**src/stmc_map.vh**
```
// constants for the sweep trigger mode controller
`ifndef STMC_MAP_VH
`define STMC_MAP_VH
// --------------------------------------------------------------------
// register byte addresses
// --------------------------------------------------------------------
`define STMC_ADDR_CTRL    12'h000
`define STMC_ADDR_MAINCFG 12'h004
`define STMC_ADDR_DLYCFG  12'h008
`define STMC_ADDR_DISP    12'h00C
`define STMC_ADDR_CMD     12'h010
`define STMC_ADDR_STATUS  12'h014
`define STMC_ADDR_MEAS    12'h018
// --------------------------------------------------------------------
// main trigger modes
// --------------------------------------------------------------------
`define STMC_MM_SELFLVL  3'h0
`define STMC_MM_FREERUN  3'h1
`define STMC_MM_ARMED    3'h2
`define STMC_MM_VLINE    3'h3
`define STMC_MM_VFIELD   3'h4
`define STMC_MM_ONESHOT  3'h5
`define STMC_MM_LAST     3'h5
// --------------------------------------------------------------------
// delayed trigger modes
// --------------------------------------------------------------------
`define STMC_DM_SELFLVL  3'h0
`define STMC_DM_START    3'h1
`define STMC_DM_ARMED    3'h2
`define STMC_DM_VLINE    3'h3
`define STMC_DM_LAST     3'h3
// --------------------------------------------------------------------
// sources, couplings, horizontal modes
// --------------------------------------------------------------------
`define STMC_SRC_DISP    3'h0
`define STMC_SRC_LAST    3'h5
`define STMC_SRC_SUM     3'h6
`define STMC_CPL_LAST    3'h4
`define STMC_HM_MAIN     2'h0
`define STMC_HM_INTL     2'h1
`define STMC_HM_DLY      2'h2
`define STMC_HM_XY       2'h3
// --------------------------------------------------------------------
// command bits, reset values, timing
// --------------------------------------------------------------------
`define STMC_CMD_MODEUP  0
`define STMC_CMD_MODEDN  1
`define STMC_CMD_SRCUP   2
`define STMC_CMD_SRCDN   3
`define STMC_CMD_CPLUP   4
`define STMC_CMD_CPLDN   5
`define STMC_CMD_CLEAR   6
`define STMC_CMD_VOLTS   7
`define STMC_CMD_TIME    8
`define STMC_CMD_SLOPE   9
`define STMC_RST_SEQLEN  3'h1
`define STMC_BRIEF_NS    100000
`define STMC_CLK_NS      5
`endif

```
**src/stmc_sweep_trigger.v**
```verilog
// sweep trigger mode, source, coupling and measurement control
`timescale 1ns/1ps
`include "stmc_map.vh"

module stmc_sweep_trigger #(
   parameter BRIEF_CYC = (`STMC_BRIEF_NS + `STMC_CLK_NS - 1) / `STMC_CLK_NS,
   parameter PEAKW     = 8
) (
   input  wire             clk_sys,
   input  wire             reset_n,
   input  wire             psel,
   input  wire             penable,
   input  wire             pwrite,
   input  wire [11:0]      paddr,
   input  wire [31:0]      pwdata,
   output reg  [31:0]      prdata,
   output wire             pready,
   output wire             pslverr,
   input  wire             trigMain,
   input  wire             trigDly,
   input  wire             videoLine,
   input  wire             videoField,
   input  wire             signalAdequate,
   input  wire             levelEndStop,
   input  wire             delayExpired,
   input  wire             sweepDone,
   input  wire             splitTrace,
   input  wire [PEAKW-1:0] peakHigh,
   input  wire [PEAKW-1:0] peakLow,
   output reg              mainSweepGo,
   output reg              dlySweepGo,
   output reg              levelAcquire,
   output reg              armedLamp,
   output reg              readoutOn,
   output reg  [2:0]       mainTrigSrc,
   output reg  [2:0]       dlyTrigSrc,
   output reg  [PEAKW-1:0] cursorHigh,
   output reg  [PEAKW-1:0] cursorLow
);
// --------------------------------------------------------------------
// state
// --------------------------------------------------------------------
reg  [1:0]  horizMode_reg;
reg  [3:0]  chanShown_reg;
reg         sumOn_reg;
reg         timeSliced_reg;
reg         holdReadout_reg;
reg  [2:0]  seqLen_reg;
reg         selDelayed_reg;
reg  [2:0]  mode_reg   [0:1];
reg  [2:0]  src_reg    [0:1];
reg  [2:0]  cpl_reg    [0:1];
reg         slope_reg  [0:1];
reg         dlySlopeSet_reg;
reg         menuOn_reg;
reg         voltsOn_reg;
reg         timeOn_reg;
reg  [1:0]  voltsChan_reg;
reg         ch2First_reg;
reg  [2:0]  delayChan_reg;
reg  [2:0]  deltaChan_reg;
reg  [2:0]  seqLeft_reg;
reg  [2:0]  rotIdx_reg;
reg  [31:0] briefCnt_reg;
reg  [9:0]  cmd;
wire        wrEn;
wire        intlDisp;
wire [2:0]  mMode;
wire [2:0]  dMode;
wire        sel;
wire        dlyActive;
wire        dlyTrigOk;

// --------------------------------------------------------------------
// helpers
// --------------------------------------------------------------------
function [2:0] stepUp;
   input [2:0] v;
   input [2:0] last;
   begin
      stepUp = (v >= last) ? last : v + 3'h1;
   end
endfunction

function [2:0] stepDn;
   input [2:0] v;
   begin
      stepDn = (v == 3'h0) ? 3'h0 : v - 3'h1;
   end
endfunction

// lowest displayed channel at or above start; sum counts highest
function [2:0] nextShown;
   input [3:0] shown;
   input       sumOn;
   input [2:0] start;
   begin
      if (start <= 3'h1 && shown[0])
         nextShown = 3'h1;
      else if (start <= 3'h2 && shown[1])
         nextShown = 3'h2;
      else if (start <= 3'h3 && shown[2])
         nextShown = 3'h3;
      else if (start <= 3'h4 && shown[3])
         nextShown = 3'h4;
      else if (sumOn)
         nextShown = `STMC_SRC_SUM;
      else
         nextShown = 3'h0;
   end
endfunction

// --------------------------------------------------------------------
// apb slave, zero wait
// --------------------------------------------------------------------
assign pready  = 1'b1;
assign pslverr = 1'b0;
assign wrEn    = psel & penable & pwrite;

always @* begin
   cmd = 10'h000;
   if (wrEn && paddr == `STMC_ADDR_CMD)
      cmd = pwdata[9:0];
end

always @(posedge clk_sys or negedge reset_n) begin
   if (!reset_n) begin
      prdata <= 32'h00000000;
   end else if (psel && !penable && !pwrite) begin
      case (paddr)
         `STMC_ADDR_CTRL:    prdata <= {25'h0, seqLen_reg, holdReadout_reg, 1'b0, horizMode_reg};
         `STMC_ADDR_MAINCFG: prdata <= {22'h0, slope_reg[0], cpl_reg[0], src_reg[0], mode_reg[0]};
         `STMC_ADDR_DLYCFG:  prdata <= {22'h0, slope_reg[1], cpl_reg[1], src_reg[1], mode_reg[1]};
         `STMC_ADDR_DISP:    prdata <= {26'h0, timeSliced_reg, sumOn_reg, chanShown_reg};
         `STMC_ADDR_STATUS:  prdata <= {25'h0, seqLeft_reg, readoutOn, armedLamp,
                                        levelAcquire, selDelayed_reg};
         `STMC_ADDR_MEAS:    prdata <= {21'h0, deltaChan_reg, delayChan_reg, voltsChan_reg,
                                        timeOn_reg, voltsOn_reg, menuOn_reg};
         default:            prdata <= 32'h00000000;
      endcase
   end
end

assign intlDisp  = (horizMode_reg == `STMC_HM_INTL) || (horizMode_reg == `STMC_HM_DLY);
assign sel       = selDelayed_reg;
assign mMode     = mode_reg[0];
assign dMode     = mode_reg[1];
// --------------------------------------------------------------------
// configuration and per-system settings
// --------------------------------------------------------------------
always @(posedge clk_sys or negedge reset_n) begin
   if (!reset_n) begin
      horizMode_reg   <= `STMC_HM_MAIN;
      chanShown_reg   <= 4'h1;
      sumOn_reg       <= 1'b0;
      timeSliced_reg  <= 1'b0;
      holdReadout_reg <= 1'b0;
      seqLen_reg      <= `STMC_RST_SEQLEN;
      selDelayed_reg  <= 1'b0;
      mode_reg[0]     <= `STMC_MM_SELFLVL;
      mode_reg[1]     <= `STMC_DM_START;
      src_reg[0]      <= `STMC_SRC_DISP;
      src_reg[1]      <= `STMC_SRC_DISP;
      cpl_reg[0]      <= 3'h0;
      cpl_reg[1]      <= 3'h0;
      slope_reg[0]    <= 1'b1;
      slope_reg[1]    <= 1'b1;
      dlySlopeSet_reg <= 1'b0;
   end else begin
      if (wrEn && paddr == `STMC_ADDR_CTRL) begin
         horizMode_reg   <= pwdata[1:0];
         holdReadout_reg <= pwdata[3];
         seqLen_reg      <= pwdata[6:4];
         selDelayed_reg  <= (pwdata[1:0] == `STMC_HM_INTL)
                            || (pwdata[1:0] == `STMC_HM_DLY)
                            || (pwdata[1:0] == `STMC_HM_XY && selDelayed_reg);
      end
      if (wrEn && paddr == `STMC_ADDR_DISP) begin
         chanShown_reg  <= pwdata[3:0];
         sumOn_reg      <= pwdata[4];
         timeSliced_reg <= pwdata[5];
      end
      if (wrEn && paddr == `STMC_ADDR_STATUS)
         selDelayed_reg <= pwdata[0];
      // down walks main toward one-shot, where further presses only re-arm; delayed stops at video line
      if (cmd[`STMC_CMD_MODEDN])
         mode_reg[sel] <= stepUp(mode_reg[sel],
                                 sel ? `STMC_DM_LAST : `STMC_MM_LAST);
      else if (cmd[`STMC_CMD_MODEUP])
         mode_reg[sel] <= stepDn(mode_reg[sel]);
      if (cmd[`STMC_CMD_SRCUP])
         src_reg[sel] <= stepUp(src_reg[sel], `STMC_SRC_LAST);
      else if (cmd[`STMC_CMD_SRCDN])
         src_reg[sel] <= stepDn(src_reg[sel]);
      if (cmd[`STMC_CMD_CPLUP])
         cpl_reg[sel] <= stepUp(cpl_reg[sel], `STMC_CPL_LAST);
      else if (cmd[`STMC_CMD_CPLDN])
         cpl_reg[sel] <= stepDn(cpl_reg[sel]);
      if (cmd[`STMC_CMD_SLOPE]) begin
         slope_reg[sel] <= ~slope_reg[sel];
         if (sel)
            dlySlopeSet_reg <= 1'b1;
      end
      if (!dlySlopeSet_reg && !(cmd[`STMC_CMD_SLOPE] && sel))
         slope_reg[1] <= slope_reg[0];
   end
end

// --------------------------------------------------------------------
// main sweep control
// --------------------------------------------------------------------
always @(posedge clk_sys or negedge reset_n) begin
   if (!reset_n) begin
      mainSweepGo  <= 1'b0;
      levelAcquire <= 1'b0;
      armedLamp    <= 1'b0;
      seqLeft_reg  <= 3'h0;
      readoutOn    <= 1'b1;
      briefCnt_reg <= 32'h00000000;
   end else begin
      levelAcquire <= (mMode == `STMC_MM_SELFLVL || dMode == `STMC_DM_SELFLVL)
                      && (!signalAdequate || levelEndStop
                          || (cmd[`STMC_CMD_MODEUP] | cmd[`STMC_CMD_MODEDN]));
      case (mMode)
         `STMC_MM_SELFLVL, `STMC_MM_FREERUN:
            mainSweepGo <= signalAdequate ? trigMain : 1'b1;
         `STMC_MM_ARMED:
            mainSweepGo <= trigMain;
         `STMC_MM_VLINE:
            mainSweepGo <= videoLine;
         `STMC_MM_VFIELD:
            mainSweepGo <= videoField;
         `STMC_MM_ONESHOT:
            mainSweepGo <= armedLamp && trigMain;
         default:
            mainSweepGo <= 1'b0;
      endcase
      if (mMode == `STMC_MM_ONESHOT && cmd[`STMC_CMD_MODEDN] && !sel) begin
         armedLamp   <= 1'b1;
         seqLeft_reg <= (seqLen_reg == 3'h0) ? 3'h1 : seqLen_reg;
         readoutOn   <= holdReadout_reg;
      end else if (mMode != `STMC_MM_ONESHOT) begin
         armedLamp   <= 1'b0;
         seqLeft_reg <= 3'h0;
         readoutOn   <= 1'b1;
      end else if (armedLamp && sweepDone) begin
         if (seqLeft_reg <= 3'h1) begin
            armedLamp    <= 1'b0;
            readoutOn    <= 1'b1;
            briefCnt_reg <= BRIEF_CYC;
         end
         seqLeft_reg <= seqLeft_reg - 3'h1;
      end else if (!holdReadout_reg && !armedLamp && briefCnt_reg != 32'h0) begin
         briefCnt_reg <= briefCnt_reg - 32'h1;
         if (briefCnt_reg == 32'h1)
            readoutOn <= 1'b0;
      end
   end
end

// --------------------------------------------------------------------
// delayed sweep control
// --------------------------------------------------------------------
assign dlyActive = intlDisp;
assign dlyTrigOk = splitTrace | mainSweepGo;

always @(posedge clk_sys or negedge reset_n) begin
   if (!reset_n) begin
      dlySweepGo <= 1'b0;
   end else if (!dlyActive || !delayExpired) begin
      dlySweepGo <= 1'b0;
   end else begin
      case (dMode)
         `STMC_DM_SELFLVL:
            dlySweepGo <= signalAdequate ? (trigDly && dlyTrigOk) : 1'b1;
         `STMC_DM_START:
            dlySweepGo <= 1'b1;
         `STMC_DM_ARMED:
            dlySweepGo <= trigDly && dlyTrigOk;
         `STMC_DM_VLINE:
            dlySweepGo <= videoLine && dlyTrigOk;
         default:
            dlySweepGo <= 1'b0;
      endcase
   end
end

// --------------------------------------------------------------------
// displayed-signal source resolution
// --------------------------------------------------------------------
always @(posedge clk_sys or negedge reset_n) begin
   if (!reset_n) begin
      mainTrigSrc <= 3'h1;
      dlyTrigSrc  <= 3'h1;
      rotIdx_reg  <= 3'h1;
   end else begin
      if (mainSweepGo)
         rotIdx_reg <= (nextShown(chanShown_reg, sumOn_reg, rotIdx_reg + 3'h1) == 3'h0)
                       ? nextShown(chanShown_reg, sumOn_reg, 3'h1)
                       : nextShown(chanShown_reg, sumOn_reg, rotIdx_reg + 3'h1);
      if (src_reg[0] != `STMC_SRC_DISP)
         mainTrigSrc <= src_reg[0];
      else if (mMode == `STMC_MM_SELFLVL || timeSliced_reg || !intlDisp)
         mainTrigSrc <= sumOn_reg ? `STMC_SRC_SUM
                        : nextShown(chanShown_reg, 1'b0, 3'h1);
      else
         mainTrigSrc <= rotIdx_reg;
      if (src_reg[1] != `STMC_SRC_DISP)
         dlyTrigSrc <= src_reg[1];
      else if (dMode == `STMC_DM_SELFLVL || timeSliced_reg || !intlDisp)
         dlyTrigSrc <= sumOn_reg ? `STMC_SRC_SUM
                       : nextShown(chanShown_reg, 1'b0, 3'h1);
      else
         dlyTrigSrc <= rotIdx_reg;
   end
end

// --------------------------------------------------------------------
// measurements
// --------------------------------------------------------------------
always @(posedge clk_sys or negedge reset_n) begin
   if (!reset_n) begin
      menuOn_reg    <= 1'b0;
      voltsOn_reg   <= 1'b0;
      timeOn_reg    <= 1'b0;
      voltsChan_reg <= 2'h1;
      ch2First_reg  <= 1'b0;
      delayChan_reg <= 3'h1;
      deltaChan_reg <= 3'h1;
      cursorHigh    <= {PEAKW{1'b0}};
      cursorLow     <= {PEAKW{1'b0}};
   end else begin
      if (wrEn && paddr == `STMC_ADDR_MEAS)
         menuOn_reg <= pwdata[0];
      if (wrEn && paddr == `STMC_ADDR_DISP)
         ch2First_reg <= pwdata[1] && !pwdata[0] ? 1'b1
                         : (!pwdata[1] ? 1'b0 : ch2First_reg);
      voltsChan_reg <= (chanShown_reg[1] && (!chanShown_reg[0] || ch2First_reg))
                       ? 2'h2 : 2'h1;
      delayChan_reg <= nextShown(chanShown_reg, sumOn_reg, 3'h1);
      deltaChan_reg <= (nextShown(chanShown_reg, sumOn_reg, delayChan_reg + 3'h1) == 3'h0)
                       ? delayChan_reg
                       : nextShown(chanShown_reg, sumOn_reg, delayChan_reg + 3'h1);
      if (cmd[`STMC_CMD_CLEAR]) begin
         menuOn_reg  <= 1'b0;
         voltsOn_reg <= 1'b0;
         timeOn_reg  <= 1'b0;
      end else begin
         if (cmd[`STMC_CMD_VOLTS] && !voltsOn_reg) begin
            voltsOn_reg <= 1'b1;
            cursorHigh  <= peakHigh;
            cursorLow   <= peakLow;
         end
         if (cmd[`STMC_CMD_TIME] && (!intlDisp || dMode == `STMC_DM_START))
            timeOn_reg <= 1'b1;
         else if (intlDisp && dMode != `STMC_DM_START)
            timeOn_reg <= 1'b0;
      end
   end
end

endmodule // stmc_sweep_trigger

```
**config.mk**
```make
export PLATFORM = sky130hd
export DESIGN_NAME = stmc_sweep_trigger
export DESIGN_NICKNAME = d
export VERILOG_FILES = /design/src/stmc_sweep_trigger.v
export VERILOG_INCLUDE_DIRS = /design/src
export SDC_FILE = /design/constraint.sdc
export NUM_CORES = 1
export LEC_CHECK = 0
export ABC_AREA = 1
export BUFFER_PORTS_ARGS = -buffer_cell sky130_fd_sc_hd__buf_2
export CAP_MARGIN = 5
export CORE_ASPECT_RATIO = 1.5
export CORE_MARGIN = 2
export CORE_UTILIZATION = 50
export DETAILED_ROUTE_END_ITERATION = 16
export PLACE_DENSITY_LB_ADDON = 0.12
export SETUP_SLACK_MARGIN = 0.15
export SLEW_MARGIN = 25
export SYNTH_ARGS = -nofsm -noshare
export SYNTH_HDL_FRONTEND = slang
export SYNTH_SLANG_ARGS = --single-unit
export TNS_END_PERCENT = 20
```
**constraint.sdc**
```tcl
create_clock -name clk_sys -period 2.7 [get_ports clk_sys]
set_input_delay 0.135 -clock clk_sys [delete_from_list [all_inputs] [get_ports clk_sys]]
set_output_delay 0.135 -clock clk_sys [all_outputs]
set_load 0.02 [all_outputs]
```
**Word level (Yosys, flattened, before mapping)**

Cells that the tools add are included.

- Logic and storage cells: 284
- Output and inout bits: 61
- Register bits: 143
- Bits of input ports: 74

- Reduce and logical (&&, ||, !) cells: 91
- Add/sub/neg operators: 10
- Mux-type cells: 99
- Bitwise logic cells: 9
- Equality and inequality tests: 25
- Order comparisons: 14

Operator list:

| cell | count |
|---|---|
| 3-bit 2-to-1 mux | 46 |
| 32-bit 2-to-1 mux | 3 |
| 11-bit one-hot mux with 6 select lines | 1 |
| 6-bit bitwise mux | 6 |
| 12-bit by 5-bit equality test with 1-bit output, second input constant | 3 |
| 6-bit 2-to-1 mux | 6 |
| 1-bit logical AND | 33 |
| 32-bit by 1-bit equality test with 1-bit output, second input constant | 1 |
| 32-bit nonzero test | 1 |
| 32-bit by 1-bit subtractor with 32-bit output, second input constant | 1 |
| 1-bit 2-to-1 mux | 30 |
| 12-bit by 4-bit equality test with 1-bit output, second input constant | 2 |
| 3-bit zero test | 8 |
| 2-bit nonzero test | 8 |
| 3-bit by 1-bit adder with 3-bit output, second input constant | 5 |
| 3-bit nonzero test | 5 |
| 1-bit zero test | 13 |
| 1-bit logical OR | 13 |
| 12-bit by 3-bit equality test with 1-bit output, second input constant | 1 |
| 3-bit by 2-bit equality test with 1-bit output, second input constant | 4 |
| 3-bit by 2-bit less-or-equal comparator with 1-bit output, second input constant | 4 |
| 12-bit zero test | 1 |
| 3-bit by 1-bit subtractor with 3-bit output, second input constant | 4 |
| 10-bit 2-to-1 mux | 1 |
| 29 further kinds | 48 |

**Depth between registers and ports, before layout**

- Depth after elaboration: 10
- Mapped depth: 15
- Gate-level depth less buffers: 13

**Least setup slack after synthesis**

Ideal clock, no wire load.

- Kind: register to register
- Start point: reg selDelayed_reg (netlist: sel)
- End point: reg mode_reg, in the netlist mMode[0]
- Period minus slack after synthesis: 2.160 ns
- Data required time: 2.578 ns
- Library setup time: 0.122 ns
- Arrival: 2.038 ns
- Setup slack: 0.540 ns
- Stages on the path, launching flop included: 13
- Path buffers: 3
- Cells stage by stage: dfrtp_1 -> buf_6 -> buf_4 -> buf_2 -> o21ai_0 -> inv_1 -> ha_1 -> nand2_1 -> nand2_1 -> o21ai_0 -> nand2_1 -> a21oi_1 -> o21ai_1

- Longest elaborated chain between the ends: 9
- Elaborated cells on any way between the ends: 20
- Classes of those cells: 2 x add/sub; 3 x order compare; 12 x mux; 1 x bitwise; 2 x reduce/logical

Ends and longest elaborated chain:

| element | line | text |
|---|---|---|
| start, declared | stmc_sweep_trigger.v:49 | `reg selDelayed_reg;` |
| start signal, assigned | stmc_sweep_trigger.v:174 | `` selDelayed_reg <= (pwdata[1:0] == `STMC_HM_INTL) `` |
| start signal, assigned | stmc_sweep_trigger.v:184 | `selDelayed_reg <= pwdata[0];` |
| 1-bit NOT with 2-bit output | stmc_sweep_trigger.v:187, stmc_sweep_trigger.v:190 |  |
| 3-bit 2-to-1 mux (implied by the code) (3 in series) | stmc_sweep_trigger.v:187, stmc_sweep_trigger.v:190 |  |
| 3-bit by 1-bit subtractor with 3-bit output or 3-bit zero test (tied branches) | stmc_sweep_trigger.v:88 | `stepDn = (v == 3'h0) ? 3'h0 : v - 3'h1;` |
| 3-bit 2-to-1 mux | stmc_sweep_trigger.v:88 |  |
| 6-bit bitwise mux | stmc_sweep_trigger.v:190 | `mode_reg[sel] <= stepDn(mode_reg[sel]);` |
| 6-bit 2-to-1 mux | stmc_sweep_trigger.v:189 | `` else if (cmd[`STMC_CMD_MODEUP]) `` |
| 6-bit 2-to-1 mux (*) | stmc_sweep_trigger.v:186 | `` if (cmd[`STMC_CMD_MODEDN]) `` |
| end signal, assigned by index | stmc_sweep_trigger.v:187 | `mode_reg[sel] <= stepUp(mode_reg[sel],` |
| end signal, assigned by index | stmc_sweep_trigger.v:190 |  |
| end, declared | stmc_sweep_trigger.v:50 | `reg [2:0] mode_reg [0:1];` |

Every way passes the cells marked *; elsewhere a longest branch is shown, timed or not. The select of a mux whose other input is x is not followed.
A chain may end at the register's enable or synchronous reset.

**Worst setup path after layout**

Ends and elaborated chain as after synthesis.

==> run summary <==
status -> finished, final reports clean
die area -> 16800 µm²
grt total ovfl -> 0
final setup fails -> 0
initial antenna violation count -> 0
Crit path required time -> 3.01 ns
TritonCTS Buffers -> 17
port buffer count -> 89
Top FF cell, synth -> dfrtp_1
Vias -> 7259
Worst-path clk slew -> 0.06 ns
worst slew pin tran -> 0.759 ns
sequential share of power -> 0.421
critical path's top delay family -> flip-flops
RR Startpoint -> sel$_DFFE_PN0P_
skew final -> 0.00400 ns
RSZ-0062 raised after global routing -> false
CTS resizes -> 0
Slew Viols, Final -> 0
worst r2r path cells -> 10
cells taking the most area after synthesis -> dfrtp_1 (35%), nand2_1 (16%), nor2_1 (7.0%), inv_1 (5.8%), ha_1 (4.9%)
logic gate share of total power -> 0.060
Die Ht -> 158 µm
Stages on worst setup path -> 10
crit path cell chain -> nand2_1, o21ai_0, inv_1, ha_1, nand2_1, nand2_1, o21ai_0, nand2_1, a21oi_1, o21ai_1
Synth Area in XOR/XNOR -> 0.0255
Syn Area/Cell -> 7.07 µm²
vias in the first global route -> 6786
static leakage -> 5.19 nW
hpwl dp -> 16.4 mm
Max Clk Rate -> 455 MHz
detailed-route DRC error count -> 0
Cell Rows -> 56
Synth Area in Compound Gates -> 0.0995
commonest cells in the netlist -> nand2_1 (344), nor2_1 (148), inv_1 (122)
Post-Syn Area -> 7900 µm²
max reg flops -> 32
Clock Latency Late Sink -> 0.43 ns
most used cell, CP -> nand2_1
Psw -> 1.10 mW
io pins -> 135
slew margin rel. -> 0.494
Tmin final -> 2.20 ns
ys async rst share -> 1.00
Hold/Removal Path Class -> input pin to register
clk sink count -> 122
filler cell count -> 1512
Design Power -> 4.42 mW
Root Buffer Master -> clkbuf_16
Net Sw Frac -> 0.250
critical path's slowest cell -> dfrtp_1
critical path capture point type -> register
Detail Route Antenna Nets -> 0
core box area -> 15600 µm²
kind of critical path -> register to register
Die Wd -> 107 µm
Clock power frac -> 0.519
critical path buffer and inverter count -> 1
starting density of the core -> 0.508
P_int -> 3.32 mW
final wirelength -> 21.3 mm
Worst setup startpoint -> sel$_DFFE_PN0P_
most common cell in the netlist -> nand2_1
Seq/Total Area, Yosys -> 0.389
first-pass GRT wire length -> 33.3 mm
Worst Path Arrival -> 2.51 ns
Post-Synth Simple-Gate Area -> 0.334
CP Max Fanout -> 15
Fin. Hold Viols -> 0
GR Util All Layers -> 0.258
Detailed Routing Iterations Pass 1 -> 5
main combinational cell family by area after synthesis -> simple AND/OR/NAND/NOR gates
Yosys top cell area share -> 0.349
Critical Path Max Stage Delay -> 0.75 ns
fin nets -> 1342
H-Tree Depth -> 4
Power Density -> 475 nW/µm²
Adder-Cell Fraction of Synth Area -> 0.0491
Syn Inst Count -> 1117
Area growth, synth to finish -> 18.0%
hold_sp -> pwdata[7]
area leader, netlist -> dfrtp_1
max-capacitance violation count -> 0
VDD IR max -> 0.000349 V
clk buf depth -> 2
FF+latch area -> 3070 µm²
drt via density -> 5.00
Final Cycle Share -> 0.814
antenna diode instance count -> 0
Synth Warn # -> 0
area taken by multi-input logic gates -> 4110 µm²
pin count of the biggest net entering global routing -> 57
Cell variety after synth -> 47
Iter 0 DRT Violations -> 442
CP Launch Type -> register
Post-synth EDFFs -> 0
GP Congestion -> 1.03
final setup TNS -> 0 ns
hold path depth -> 5
TritonCTS clock tree -> built
drt wl/cell -> 14.6 µm
mux cell area share after synthesis -> 0.00143
ratio of cells with drive above 1 in the final layout -> 0.158
#FFs+latches synth -> 122
-- cell families after synthesis --
family | count (synthesis)
and+or+nand+nor | 622
buffers and inverters | 173
AOI/OAI and AO/OA | 143
DFF | 122
adders and majority gates | 31
xor gates and xnor gates | 23
other | 2
muxes | 1
-- power by group through the flow --
stage | sequential (mW) | combinational, mW | clock, mW
detailed placement | 1.89 | 0.243 | 0
floorplan | 1.91 | 0.123 | 0
finish | 1.86 | 0.265 | 2.29
global placement | 1.89 | 0.241 | 0
global route | 1.86 | 0.295 | 2.40
CTS | 1.86 | 0.268 | 2.32
-- worst min-delay path: cells and delay by family --
family        cells  cell delay (ns)
simple gates      3             0.14
buf+inv           2             0.13
-- repair_timing --
item	CTS	global route
hold endpoints to repair	70	0
hold buffers	22	0
buffers inserted	0	0
-- layout make-up --
type / instances / area share
multi-input cells: 843 / 0.441
clock inverters: 15 / 0.0180
clock buffers: 17 / 0.0456
flip-flops and latches: 122 / 0.329
inverters: 129 / 0.0525
repair buffers: 124 / 0.0862
well taps: 203 / 0.0273
-- path summary, 6_finish.rpt --
check                                                to  slack, ns
max                                mMode[0]$_DFFE_PN0P_       0.50
min                             voltsOn_reg$_DFFE_PN0P_       0.01
max reg2reg                        mMode[0]$_DFFE_PN0P_       0.50
min reg2reg                      prdata[10]$_DFFE_PN0P_       0.46
max in group asynchronous          dMode[0]$_DFFE_PN1P_       1.63
min in group asynchronous  briefCnt_reg[18]$_DFFE_PN0P_       0.33
-- routing by layer --
metal / up-vias / global-route usage / wire length (µm)
li1: 3712 / - / -
met1: 3335 / 0.288 / 8370
met2: 166 / 0.476 / 11400
met3: 46 / 0.0403 / 745
met4: 0 / 0.119 / 768
met5: - / 0 / 0
-- through the flow --
stage	worst slack, ns	cell area, µm²	cells	hold slack, ns	utilization
3_3_place_gp	0.596	8510	1399	0.259	0.547
2_1_floorplan	0.541	7970	1138	-0.161	-
6_report	0.503	9320	1453	0.0130	0.599
4_1_cts	0.530	9320	1453	0.00505	0.599
5_1_grt	0.388	9320	1453	0.0489	0.599
3_5_place_dp	0.563	8510	1399	0.267	0.547
-- placed cells by master, fill, tap and decap left out, types with 7 or more instances in the layout --
master / count
a21oi_1: 13
buf_2: 88
buf_4: 11
clkbuf_16: 17
conb_1: 23
dfrtp_1: 110
dfstp_2: 12
dlygate4sd3_1: 22
ha_1: 31
inv_1: 122
nand2_1: 344
nand2_2: 14
nand3_1: 65
nor2_1: 148
nor2_2: 9
nor3_1: 7
o21ai_0: 63
o21ai_1: 40
or2_2: 8
xor2_1: 17
No activity file was read; power rests on OpenSTA's default activity.
